$ cat config.mk
export PLATFORM = sky130hd
export DESIGN_NAME = crft_core
export DESIGN_NICKNAME = d
export VERILOG_FILES = /design/src/common/crft_pkg.sv /design/src/rtl/crft_core.sv
export VERILOG_INCLUDE_DIRS = /design/src /design/src/common
export SDC_FILE = /design/constraint.sdc
export NUM_CORES = 1
export LEC_CHECK = 0
export BUFFER_PORTS_ARGS = -buffer_cell sky130_fd_sc_hd__buf_4
export CORE_ASPECT_RATIO = 1.4
export CORE_UTILIZATION = 61
export CTS_BUF_LIST = sky130_fd_sc_hd__clkbuf_4 sky130_fd_sc_hd__clkbuf_8 sky130_fd_sc_hd__clkbuf_16
export DETAILED_ROUTE_END_ITERATION = 10
export PLACE_DENSITY = 0.82
export SYNTH_ARGS = -nofsm -noshare
export SYNTH_HDL_FRONTEND = slang
export SYNTH_SLANG_ARGS = --single-unit
export TNS_END_PERCENT = 20
$ cat constraint.sdc
create_clock -name clk_sys -period 4.1 [get_ports clk_sys]
set_input_delay 0.82 -clock clk_sys [delete_from_list [all_inputs] [get_ports clk_sys]]
set_output_delay 0.82 -clock clk_sys [all_outputs]
set_load 0.1 [all_outputs]
$ cat src/common/crft_cfg.svh
// register map, field positions, reset values and sizes of the rx filter
`ifndef CRFT_CFG_SVH
`define CRFT_CFG_SVH
`define CRFT_OFF_CTRL   8'h00
`define CRFT_OFF_STAT   8'h04
`define CRFT_OFF_TSH    8'h08
`define CRFT_OFF_TSL    8'h0c
`define CRFT_OFF_REL    8'h10
`define CRFT_OFF_HEAD   8'h14
`define CRFT_PAGE_CODE  3'h1
`define CRFT_PAGE_MASK  3'h2
`define CRFT_CTRL_INIT  0
`define CRFT_CTRL_LOOP  1
`define CRFT_CTRL_OVRIE 2
`define CRFT_CTRL_FM_LO 4
`define CRFT_CTRL_FM_HI 5
`define CRFT_CTRL_RST   8'h01
`define CRFT_STAT_RXF   0
`define CRFT_STAT_OVR   1
`define CRFT_STAT_HITLO 4
`define CRFT_STAT_HITHI 6
`define CRFT_STAT_CNTLO 8
`define CRFT_STAT_CNTHI 10
`define CRFT_REL_BIT    0
`define CRFT_CODE_RST   8'h00
`define CRFT_MASK_RST   8'h00
`define CRFT_TMR_RST    16'h0000
`define CRFT_FIFO_DEPTH 3'h4
`define CRFT_PTR_W      2
`define CRFT_STD_CARE32 32'hfff80000
`define CRFT_STD_CARE16 16'hfff8
`endif

$ cat src/common/crft_pkg.sv
// types shared by the rx filter and time stamp block
`default_nettype none
package crft_pkg;
    // acceptance filter split of the code and mask banks
    typedef enum logic [1:0] {
        FM_TWO    = 2'b00,
        FM_FOUR   = 2'b01,
        FM_EIGHT  = 2'b10,
        FM_CLOSED = 2'b11
    } crft_fmode_t;

    // identifier fields of a frame seen on the bus
    typedef struct packed {
        logic [28:0] id;
        logic        ide;
        logic        rtr;
        logic        srr;
    } crft_frame_t;

    // one receive buffer: packed identifier word, hit code, stamp
    typedef struct packed {
        logic [31:0] idw;
        logic [2:0]  hit;
        logic [15:0] stamp;
    } crft_entry_t;
endpackage
`default_nettype wire

$ cat src/rtl/crft_core.sv
// rx acceptance filter, background buffer, rx fifo and time stamp timer
`timescale 1ns/100ps
`default_nettype none
`include "crft_cfg.svh"

// Operation
// - stamp timer free-runs on the bit clock; wraparound is not reported
// - stamp timer is held at zero during initialization mode
// - both stamp bytes are read-only; writes do nothing
// - each frame lands in the background buffer after end of frame
// - invalid or rejected frames stay out of the fifo and get overwritten
// - own frames are captured but not queued, signalled or acknowledged
// - in loopback own frames are handled like any received frame
// - on lost arbitration the winning frame is received normally
// - accepted frame into a full fifo is dropped unless a release pops in the same cycle; overrun flag always set, overrun event pulsed only if enabled
// - full fifo drops frames; acceptance resumes once a buffer frees
// - code bytes give identifier pattern; set mask bits are don't care
// - accepted frame sets buffer full flag and a three-bit hit code
// - with several matching filters the lowest number is reported
// - four filter configurations split the code and mask banks
// - two-filter mode compares extended id, rtr, ide, srr or standard id
// - two-filter mode: bytes 0-3 give hit 0, bytes 4-7 give hit 1
module crft_core (
    // clock, reset, enable
    input  wire logic                clk_sys,
    input  wire logic                nrst,
    input  wire logic                ce,
    // apb slave
    input  wire logic [7:0]          paddr,
    input  wire logic                psel,
    input  wire logic                penable,
    input  wire logic                pwrite,
    input  wire logic [31:0]         pwdata,
    output var  logic [31:0]         prdata,
    output var  logic                pready,
    output var  logic                pslverr,
    // protocol engine, same clock
    input  wire logic                bitTick,
    input  wire logic                frmEnd,
    input  wire logic                frmOk,
    input  wire crft_pkg::crft_frame_t frmId,
    input  wire logic                txActive,
    input  wire logic                arbLost,
    output var  logic                ackEnable,
    // event pulses
    output var  logic                rxEvent,
    output var  logic                ovrEvent
);
    logic [7:0]  ctrl_q;
    logic [7:0]  code_q [8];
    logic [7:0]  mask_q [8];
    logic [15:0] tmr_q, txStamp_q, care16, stampSel;
    logic [31:0] prdata_q, idWord, care32, rdData;
    logic        pready_q, pslverr_q, ovr_q, moveReq_q;
    logic        rxEvent_q, ovrEvent_q, ackEn_q;
    crft_pkg::crft_entry_t bg_q;
    crft_pkg::crft_entry_t fifo_q [`CRFT_FIFO_DEPTH];
    logic [`CRFT_PTR_W-1:0] wr_q, rd_q;
    logic [2:0]  cnt_q;
    logic        initMode, loopMode, ovrIe;
    crft_pkg::crft_fmode_t fmode;
    logic [7:0]  slotHit;
    logic [2:0]  hitIdx;
    logic        anyHit, ownTx, access, wrDone;
    logic        mapped, doPush, doPop, ovrHit;
    crft_pkg::crft_entry_t head;

    assign initMode = ctrl_q[`CRFT_CTRL_INIT];
    assign loopMode = ctrl_q[`CRFT_CTRL_LOOP];
    assign ovrIe    = ctrl_q[`CRFT_CTRL_OVRIE];
    assign fmode    = crft_pkg::crft_fmode_t'(
                      ctrl_q[`CRFT_CTRL_FM_HI:`CRFT_CTRL_FM_LO]);
    assign head     = fifo_q[rd_q];
    // own frame only while we still hold the bus
    assign ownTx    = txActive & ~arbLost;

    // bus side
    assign access = ce & psel & penable;
    assign wrDone = access & pready_q & pwrite & mapped;

    // pack the identifier as the code bytes lay it out
    always_comb begin
        if (frmId.ide) begin
            idWord = {frmId.id[28:18], frmId.srr, frmId.ide,
                      frmId.id[17:0], frmId.rtr};
            care32 = 32'hffffffff;
            care16 = 16'hffff;
        end else begin
            idWord = {frmId.id[10:0], frmId.rtr, frmId.ide,
                      19'h00000};
            care32 = `CRFT_STD_CARE32;
            care16 = `CRFT_STD_CARE16;
        end
    end

    // one compare slot per filter; the mode picks which width counts
    for (genvar k = 0; k < 8; k++) begin : gFlt
        logic h32;
        logic h16;
        logic h8;
        if (k < 2) begin : gW32
            assign h32 = ((idWord ^ {code_q[4*k], code_q[4*k+1],
                          code_q[4*k+2], code_q[4*k+3]})
                         & ~{mask_q[4*k], mask_q[4*k+1],
                          mask_q[4*k+2], mask_q[4*k+3]}
                         & care32) == 32'h00000000;
        end else begin : gN32
            assign h32 = 1'b0;
        end
        if (k < 4) begin : gW16
            assign h16 = ((idWord[31:16]
                          ^ {code_q[2*k], code_q[2*k+1]})
                         & ~{mask_q[2*k], mask_q[2*k+1]}
                         & care16) == 16'h0000;
        end else begin : gN16
            assign h16 = 1'b0;
        end
        assign h8 = ((idWord[31:24] ^ code_q[k]) & ~mask_q[k])
                    == 8'h00;
        always_comb begin
            unique case (fmode)
                crft_pkg::FM_TWO:    slotHit[k] = h32;
                crft_pkg::FM_FOUR:   slotHit[k] = h16;
                crft_pkg::FM_EIGHT:  slotHit[k] = h8;
                crft_pkg::FM_CLOSED: slotHit[k] = 1'b0;
            endcase
        end
    end

    // lowest matching filter wins, so scan from the top down
    always_comb begin
        hitIdx = 3'h0;
        for (int i = 7; i >= 0; i--) begin
            if (slotHit[i]) begin
                hitIdx = 3'(i);
            end
        end
    end
    assign anyHit = |slotHit;

    // stamp timer runs on bit ticks, no wrap flag exists
    always_ff @(posedge clk_sys or negedge nrst) begin
        if (!nrst) begin
            tmr_q <= `CRFT_TMR_RST;
        end else if (ce) begin
            if (initMode) begin
                tmr_q <= `CRFT_TMR_RST;
            end else if (bitTick) begin
                tmr_q <= tmr_q + 16'h0001;
            end
        end
    end

    // every frame overwrites the background buffer; only good,
    // accepted frames that are not our own, unless in loopback, ask to move on
    always_ff @(posedge clk_sys or negedge nrst) begin
        if (!nrst) begin
            bg_q      <= '0;
            moveReq_q <= 1'b0;
            txStamp_q <= `CRFT_TMR_RST;
        end else if (ce) begin
            moveReq_q <= 1'b0;
            if (frmEnd) begin
                bg_q      <= '{idw: idWord, hit: hitIdx,
                               stamp: tmr_q};
                moveReq_q <= frmOk & anyHit & ~initMode
                             & ~(ownTx & ~loopMode);
                if (ownTx) begin
                    txStamp_q <= tmr_q;
                end
            end
        end
    end

    // own frames are never acknowledged outside loopback
    always_ff @(posedge clk_sys or negedge nrst) begin
        if (!nrst) begin
            ackEn_q <= 1'b1;
        end else if (ce) begin
            ackEn_q <= ~(ownTx & ~loopMode);
        end
    end

    // a pop in the same cycle makes room, so a full fifo still takes
    // the frame then
    assign doPop  = wrDone & (paddr == `CRFT_OFF_REL)
                    & pwdata[`CRFT_REL_BIT] & (cnt_q != 3'h0);
    assign doPush = moveReq_q
                    & ((cnt_q != `CRFT_FIFO_DEPTH) | doPop);
    assign ovrHit = moveReq_q & ~doPush;

    // fifo storage has no reset: contents only count below cnt_q
    always_ff @(posedge clk_sys) begin
        if (ce && doPush && !initMode) begin
            fifo_q[wr_q] <= bg_q;
        end
    end

    // fifo pointers; initialization mode flushes the queue
    always_ff @(posedge clk_sys or negedge nrst) begin
        if (!nrst) begin
            wr_q  <= '0;
            rd_q  <= '0;
            cnt_q <= 3'h0;
        end else if (ce) begin
            if (initMode) begin
                wr_q  <= '0;
                rd_q  <= '0;
                cnt_q <= 3'h0;
            end else begin
                if (doPush) begin
                    wr_q <= wr_q + 1'b1;
                end
                if (doPop) begin
                    rd_q <= rd_q + 1'b1;
                end
                cnt_q <= cnt_q + {2'h0, doPush} - {2'h0, doPop};
            end
        end
    end

    // event pulses and sticky overrun; a new overrun beats the clear
    always_ff @(posedge clk_sys or negedge nrst) begin
        if (!nrst) begin
            rxEvent_q  <= 1'b0;
            ovrEvent_q <= 1'b0;
            ovr_q      <= 1'b0;
        end else if (ce) begin
            rxEvent_q  <= doPush;
            ovrEvent_q <= ovrHit & ovrIe;
            if (ovrHit) begin
                ovr_q <= 1'b1;
            end else if (wrDone && paddr == `CRFT_OFF_STAT
                         && pwdata[`CRFT_STAT_OVR]) begin
                ovr_q <= 1'b0;
            end
        end
    end

    // stamp bytes show the head rx entry, else the last own frame;
    // software must only look for the own-frame stamp while the rx fifo reads empty
    assign stampSel = (cnt_q != 3'h0) ? head.stamp
                                      : txStamp_q;

    // read mux and decode; unaligned or unlisted addresses error
    always_comb begin
        rdData = 32'h00000000;
        mapped = 1'b1;
        if (paddr[1:0] != 2'h0) begin
            mapped = 1'b0;
        end else if (paddr[7:5] == `CRFT_PAGE_CODE) begin
            rdData[7:0] = code_q[paddr[4:2]];
        end else if (paddr[7:5] == `CRFT_PAGE_MASK) begin
            rdData[7:0] = mask_q[paddr[4:2]];
        end else begin
            case (paddr)
                `CRFT_OFF_CTRL: rdData[7:0] = ctrl_q;
                `CRFT_OFF_STAT: begin
                    rdData[`CRFT_STAT_RXF] = cnt_q != 3'h0;
                    rdData[`CRFT_STAT_OVR] = ovr_q;
                    rdData[`CRFT_STAT_HITHI:`CRFT_STAT_HITLO] = head.hit;
                    rdData[`CRFT_STAT_CNTHI:`CRFT_STAT_CNTLO] = cnt_q;
                end
                `CRFT_OFF_TSH:  rdData[7:0] = stampSel[15:8];
                `CRFT_OFF_TSL:  rdData[7:0] = stampSel[7:0];
                `CRFT_OFF_REL:  rdData = 32'h00000000;
                `CRFT_OFF_HEAD: rdData = head.idw;
                default:        mapped = 1'b0;
            endcase
        end
    end

    // one wait state: pready rises the cycle after the access starts
    always_ff @(posedge clk_sys or negedge nrst) begin
        if (!nrst) begin
            pready_q  <= 1'b0;
            prdata_q  <= 32'h00000000;
            pslverr_q <= 1'b0;
        end else if (ce) begin
            pready_q  <= access & ~pready_q;
            if (access && !pready_q) begin
                prdata_q  <= pwrite ? 32'h00000000 : rdData;
                pslverr_q <= ~mapped;
            end else begin
                pslverr_q <= 1'b0;
            end
        end
    end

    // software registers; stamp bytes ignore writes
    always_ff @(posedge clk_sys or negedge nrst) begin
        if (!nrst) begin
            ctrl_q <= `CRFT_CTRL_RST;
            for (int i = 0; i < 8; i++) begin
                code_q[i] <= `CRFT_CODE_RST;
                mask_q[i] <= `CRFT_MASK_RST;
            end
        end else if (wrDone) begin
            if (paddr == `CRFT_OFF_CTRL) begin
                ctrl_q <= pwdata[7:0];
            end
            if (paddr[7:5] == `CRFT_PAGE_CODE) begin
                code_q[paddr[4:2]] <= pwdata[7:0];
            end
            if (paddr[7:5] == `CRFT_PAGE_MASK) begin
                mask_q[paddr[4:2]] <= pwdata[7:0];
            end
        end
    end

    assign prdata    = prdata_q;
    assign pready    = pready_q;
    assign pslverr   = pslverr_q;
    assign ackEnable = ackEn_q;
    assign rxEvent   = rxEvent_q;
    assign ovrEvent  = ovrEvent_q;

    // checks beside the logic
    a_timer_init: assert property (@(posedge clk_sys) disable iff (!nrst)
        ce && initMode |=> tmr_q == 16'h0000)
        else $error("stamp timer not cleared in init mode");
    a_timer_step: assert property (@(posedge clk_sys) disable iff (!nrst)
        ce && !initMode && bitTick |=> tmr_q == $past(tmr_q) + 16'h0001)
        else $error("stamp timer did not advance");
    a_stamp_ro: assert property (@(posedge clk_sys) disable iff (!nrst)
        wrDone && !frmEnd && (paddr == `CRFT_OFF_TSH
        || paddr == `CRFT_OFF_TSL) |=> $stable(txStamp_q))
        else $error("stamp changed by a write");
    a_bad_frame: assert property (@(posedge clk_sys) disable iff (!nrst)
        ce && frmEnd && (!frmOk || !anyHit) |=> !moveReq_q)
        else $error("invalid frame queued");
    a_own_frame: assert property (@(posedge clk_sys) disable iff (!nrst)
        ce && frmEnd && ownTx && !loopMode |=> !moveReq_q && !ackEn_q)
        else $error("own frame queued or acknowledged");
    a_loop_frame: assert property (@(posedge clk_sys) disable iff (!nrst)
        ce && frmEnd && frmOk && anyHit && !initMode && loopMode
        |=> moveReq_q ##1 ce |-> rxEvent_q || ovr_q)
        else $error("loopback frame not handled");
    a_ovr_drop: assert property (@(posedge clk_sys) disable iff (!nrst)
        ce && !initMode && moveReq_q && cnt_q == `CRFT_FIFO_DEPTH
        && !doPop |=> cnt_q == `CRFT_FIFO_DEPTH && ovr_q
        && ovrEvent_q == $past(ovrIe))
        else $error("overrun not handled");
    a_push_free: assert property (@(posedge clk_sys) disable iff (!nrst)
        ce && !initMode && moveReq_q && cnt_q < `CRFT_FIFO_DEPTH
        && !doPop |=> cnt_q == $past(cnt_q) + 3'h1 && rxEvent_q)
        else $error("frame lost with room free");
    a_hit_lowest: assert property (@(posedge clk_sys) disable iff (!nrst)
        anyHit |-> slotHit[hitIdx]
        && (slotHit & ((8'h01 << hitIdx) - 8'h01)) == 8'h00)
        else $error("hit code not the lowest filter");
    a_head_hold: assert property (@(posedge clk_sys) disable iff (!nrst)
        ce && cnt_q != 3'h0 && !doPop && !initMode
        |=> $stable(head.hit) && cnt_q != 3'h0)
        else $error("head flag or hit lost before release");
    a_apb_wait: assert property (@(posedge clk_sys) disable iff (!nrst)
        access && !pready_q |=> pready_q)
        else $error("apb answer late");
endmodule // crft_core
`default_nettype wire
==> Yosys cells after proc, flatten, opt, wreduce, memory -nomap -nowiden <==
Memories as Yosys holds them, arrays and structs flattened.
Cells that the tools add are included.
{ "totals": {"word_cells": 229, "n_memories": 1, "inputBits": 83, "regBits": 265, "mem_bits_rw": 204, "latchBits": 0, "romBits": 0} }
{ "op_classes": {"div_mod_pow": 0, "shifts": 0, "addsub": 5, "n_lt_le_gt_ge": 2, "n_mul": 0, "n_eq_ne": 11, "muxes": 59, "n_bitwise": 74, "reduce_logical": 44} }
{ "mem_list": {"columns": ["memory", "words", "width", "rd", "rd_ports_with_merged_regs", "wr", "line", "rtl"], "rows": [
  ["fifo_q", 4, 51, 1, 0, 1, "crft_core.sv:57", "crft_pkg::crft_entry_t fifo_q [`CRFT_FIFO_DEPTH];"]
]} }
{ "ops": {"columns": ["op", "n"], "rows": [
  ["bitwise AND 16 bit", 8],
  ["bitwise AND 32 bit", 4],
  ["bitwise mux 64 bit", 2],
  ["two-way mux 32 bit", 3],
  ["logical NOT 8 bit", 9],
  ["bitwise AND 8 bit", 8],
  ["logical NOT 16 bit", 4],
  ["logical NOT 32 bit", 2],
  ["inverter 16 bit", 4],
  ["inverter 32 bit", 2],
  ["inverter 8 bit", 8],
  ["bitwise XOR 16 bit", 4],
  ["bitwise XOR 32 bit", 2],
  ["bitwise XOR 8 bit", 8],
  ["two-way mux 8 bit", 7],
  ["binary-select mux 8 bit (select 3 bit)", 2],
  ["two-way mux 16 bit", 3],
  ["two-way mux 24 bit", 2],
  ["two-way mux 3 bit", 10],
  ["demux 8 bit (select 3 bit)", 1],
  ["two-way mux 21 bit", 1],
  ["two-way mux 19 bit", 1],
  ["AND reduction 2 bit", 9],
  ["bitwise AND 1 bit", 17],
  ["36 further kinds", 74]
]} }

==> Depth between registers and ports, before layout <==
{ "logic_depth": {"depth_word": 16, "mapped_depth": 17} }

==> Least setup slack after synthesis <==
Ideal clock, no wire load.
{ "synth_path": {"path_kind": "input to register", "from": "input port paddr[1]", "to": "memory fifo_q[0][0] (netlist name) (enable)", "path_buffers": 1, "setup_ns": 0.414, "arrival_ns": 3.893, "slack_ns": -0.208, "t_required_ns": 3.686, "cell_stages": 8, "cell_sequence": "or2_1 -> clkbuf_1 -> nor4_1 -> a21oi_1 -> nor4_4 -> nand3_1 -> a31oi_2 -> and3_1"} }
{ "synth_between": {"elab_chain_cells": 16} }
{ "synth_lines": {"columns": ["element", "line", "rtl"], "rows": [
  ["start, declared", "crft_core.sv:29", "input wire logic [7:0] paddr,"],
  ["== test 8 x 5 -> 1 bit (tied with other cells)", "crft_core.sv:256", "case (paddr)"],
  ["OR reduction 6 bit (no source line)", null, null],
  ["two-way mux 1 bit", "crft_core.sv:256", null],
  ["two-way mux 1 bit", "crft_core.sv:253", "end else if (paddr[7:5] == `CRFT_PAGE_MASK) begin"],
  ["two-way mux 1 bit", "crft_core.sv:251", "end else if (paddr[7:5] == `CRFT_PAGE_CODE) begin"],
  ["two-way mux 1 bit", "crft_core.sv:249", "if (paddr[1:0] != 2'h0) begin"],
  ["bitwise AND 1 bit", "crft_core.sv:79", "assign wrDone = access & pready_q & pwrite & mapped;"],
  ["bitwise AND 1 bit * (3 in series)", "crft_core.sv:186", "assign doPop = wrDone & (paddr == `CRFT_OFF_REL)"],
  ["OR 1 bit *", "crft_core.sv:189", "& ((cnt_q != `CRFT_FIFO_DEPTH) | doPop);"],
  ["bitwise AND 1 bit *", "crft_core.sv:188", "assign doPush = moveReq_q"],
  ["logical AND 1 bit * (2 in series)", "crft_core.sv:194", "if (ce && doPush && !initMode) begin"],
  ["two-way mux 1 bit *", "crft_core.sv:194", null],
  ["two-way mux 1 bit (not written as such) *", "crft_core.sv:195", "fifo_q[wr_q] <= bg_q;"],
  ["end, declared", "crft_core.sv:57", null]
]} }
Every way passes the cells marked *; elsewhere a longest branch is shown, timed or not.

==> Worst setup path in the final report <==
{ "layout_path": {"from": "input port paddr[1]", "to": "register cnt_q[2]"} }
{ "layout_between": {"elab_chain_cells": 15} }
{ "layout_lines": {"columns": ["element", "line", "rtl"], "rows": [
  ["== test 8 x 5 -> 1 bit (tied with other cells)", "crft_core.sv:256", null],
  ["OR reduction 6 bit (no source line)", null, null],
  ["two-way mux 1 bit", "crft_core.sv:256", null],
  ["two-way mux 1 bit", "crft_core.sv:253", null],
  ["two-way mux 1 bit", "crft_core.sv:251", null],
  ["two-way mux 1 bit", "crft_core.sv:249", null],
  ["bitwise AND 1 bit", "crft_core.sv:79", null],
  ["bitwise AND 1 bit * (3 in series)", "crft_core.sv:186", null],
  ["OR 1 bit", "crft_core.sv:189", null],
  ["bitwise AND 1 bit", "crft_core.sv:188", null],
  ["adder 3 x 1 -> 3 bit", "crft_core.sv:217", "cnt_q <= cnt_q + {2'h0, doPush} - {2'h0, doPop};"],
  ["subtractor 3 x 1 -> 3 bit *", "crft_core.sv:217", null],
  ["two-way mux 3 bit *", "crft_core.sv:206", "if (initMode) begin"],
  ["end signal, assigned", "crft_core.sv:217", null],
  ["end, declared", "crft_core.sv:59", "logic [2:0] cnt_q;"]
]} }
Marks and branches as above.
A chain may end at the register's enable or synchronous reset.

==> results.yml <==
place:
  io_buffers: 95
  placed_area_um2: 22900
  gp_congestion: 0.996
  hpwl_mm: 41.3
sta:
  finalSetupTns_ps: 0
  min_period_ps: 3330
  finalSetupViolations: 0
  skew_ps: 18.3
  relSlewSlack: 0.335
  hold_viol_final: 0
  tightest_slew_ps: 994
  rsz0062_at_grt: "false"
  slew_violations: 0
  fmax_mhz: 300
  finalCritPeriodShare: 0.813
power_and_ir_drop:
  p_leak_nw: 10.4
  ir_drop_mv: 0.353
  powerDensity_nw_per_um2: 414
synth:
  synth_fp_nets: 1569
  yosys-top-cells-area: "dfrtp_1 (31%), edfxtp_1 (29%), mux2_2 (9.2%), mux4_2 (8.7%), xor2_1 (4.3%)"
  ys_warn_count: 0
  synthMostInstantiatedCell: "dfrtp_1"
  synth-seq-area-share: 0.596
  synthFlopType: "dfrtp_1"
  synth-seq-cells: 469
  synthArstFlopShare: 0.565
  yosys-top-cells-count: "dfrtp_1 (263), edfxtp_1 (204), mux2_2 (174), nand2_1 (106), xor2_1 (105)"
  post-synth-top-area-fraction: 0.308
  synth_edf_count: 204
  syn_inst: 1478
  synth_largest_area_cell: "dfrtp_1"
  synth.distinct_cells: 69
  synth.avg_cell_area_um2: 14.5
  synth_area_um2: 21400
setup_path:
  critPathMostFrequentCell: "inv_1"
  startpoint_type: "input port"
  path_delay_family: "simple AND/OR/NAND/NOR gates"
  cp_max_fo: 5
  path_cells: "buf_4 -> or2_1 -> buf_4 -> or4_1 -> nor3_1 -> nand3_1 -> a31oi_2 -> inv_1 -> ha_1 -> inv_1 -> ha_1 -> inv_1 -> fa_1 -> xor2_1 -> o21ai_0 -> nand2_1 -> o21ai_0"
  path_buf_inv: 5
  max_stage_delay_ps: 430
  end_kind: "flop"
  cp.required_ps: 4530
  arrival_ps: 3770
  criticalPathCategory: "input port to flop"
  crit_slowest_cell: "or4_1"
drt:
  firstDrtPassIters: 6
  drc: 0
  drt-total-wl_mm: 59.7
  viasPerCell: 6.59
  vias: 13700
  ant_nets: 0
  drtIter0Drc: 1355
  wire_per_inst_um: 28.6
clock_tree:
  cts-hold-fix-buffers: 0
  path_clk_slew_ps: 60
  cts_tree: "done"
  cts.sinks: 469
  cts_max_level: 2
  cts_inserted_buffers: 43
  cts-resized-gates: 0
  clk_latency_ps: 570
  clock-root-buffer: "clkbuf_16"
  cts_setup_buffers: 0
  clockBufferDepth: 3
final_layout:
  nNetsFinal: 1689
  syn_to_final_growth_pct: 13.6
  fin_area_um2: 24300
  drive_above_1_share: 0.319
min_path:
  hp-class: "input port to async pin"
die:
  num_io_pins: 120
  die-height_um: 224
  die_area_um2: 35800
  rows: 80
  initial_core_util: 0.623
  core-area_um2: 34300
  fp.dieW_um: 160
status:
  status: "complete, no violations"
grt:
  overflow: 0
  grt_max_degree: 108
  antenna_found_initial: 1
  track_usage: 0.346
  grt_pass1_wl_mm: 90.4
  first_global_vias: 14400
flow_run:
  drv_cap: 0
[flip-flops by register name (all words and copies together) (netlist names)]
signal,count
ackEnable,1
bg_q,51
cnt_q,3
code_q,64
ctrl_q,8
fifo_q,204
mask_q,64
moveReq_q,1
ovrEvent,1
ovr_q,1
prdata,32
pready,1
pslverr,1
rd_q,2
rxEvent,1
tmr_q,16
txStamp_q,16
wr_q,2
[per-layer routing]
metal	wire, µm	share of wire	global-route usage	vias to the layer above
met1	21300	0.36	0.420	7024
met5	0	0	0	-
li1	-	-	-	5820
met4	4270	0.071	0.218	0
met2	30100	0.50	0.581	678
met3	4010	0.067	0.0559	209
[stage by stage]
stage / std cells / power, mW / utilization / hold slack (ps) / setup WS [ps]
after floorplan: 1478 / 5.76 / - / 466 / -207
after global placement: 2004 / 6.13 / 0.667 / 480 / 245
after detailed placement: 2004 / 6.17 / 0.667 / 486 / 205
after CTS: 2084 / 10.1 / 0.708 / 368 / 787
after global routing: 2084 / 10.3 / 0.708 / 405 / 508
final: 2085 / 10.1 / 0.708 / 345 / 765
[layout make-up]
cell class	instances	area [µm²]
multi-input cells	920	8300
fillers	2220	10000
well taps	451	564
flip-flops and latches	469	12800
diodes	1	2.50
clock inverters	24	210
clock buffers	56	1200
inverters	19	71.3
repair buffers	145	1200
[kinds of logic (layout without fill, tap and decap cells)]
family / Yosys count / count (layout) / synth area share
compound gates: 204 / 204 / 0.0641
xor+xnor: 127 / 127 / 0.0520
fa+ha+maj: 8 / 8 / 0.00503
buf+inv: 89 / 244 / 0.0163
flops: 469 / 469 / 0.596
mux: 298 / 298 / 0.200
other cells: 0 / 1 / 0
simple gates: 283 / 283 / 0.0659
[worst reg2reg max path, stage by stage, from the launching register on]
cell and delay, ps:
dfrtp_1 480, nor3_1 450, nor3_1 100, nand3_1 140, buf_4 150, inv_1 40
ha_1 260, inv_1 50, ha_1 130, inv_1 60, fa_1 400, xor2_1 180
o21ai_0 90, nand2_1 80, o21ai_0 80
[path summary, 6_finish.rpt]
path,endpoint,startpoint,cells after the start,slack [ps]
hold / removal,code_q[24],nrst,1,340
max in group asynchronous,bg_q[14],nrst,2,2840
min in group clk_sys,prdata[26],prdata[26],1,510
setup reg to reg,cnt_q[2],cnt_q[1],14,1280
hold reg to reg,prdata[26],prdata[26],1,510
setup / recovery,cnt_q[2],paddr[1],17,770
[where the power goes]
| group | total [mW] | internal (mW) | switching (mW) | leakage (nW) |
|---|---|---|---|---|
| logic | 0.848 | 0.297 | 0.551 | 4.13 |
| clock network | 3.97 | 2.17 | 1.80 | 0.696 |
| registers | 5.25 | 5.08 | 0.164 | 5.52 |
[placed cells by master, fill, tap and decap left out, types with 21 or more instances in the layout]
master / count
dfrtp_1: 261
edfxtp_1: 204
mux2_2: 174
buf_4: 136
nand2_1: 105
xor2_1: 105
mux4_2: 83
nor2_1: 53
o21ai_0: 51
o22ai_1: 48
clkbuf_16: 43
a22o_1: 29
mux2i_1: 25
xnor2_1: 22
a21oi_1: 21
No activity file was read; power rests on OpenSTA's default activity.
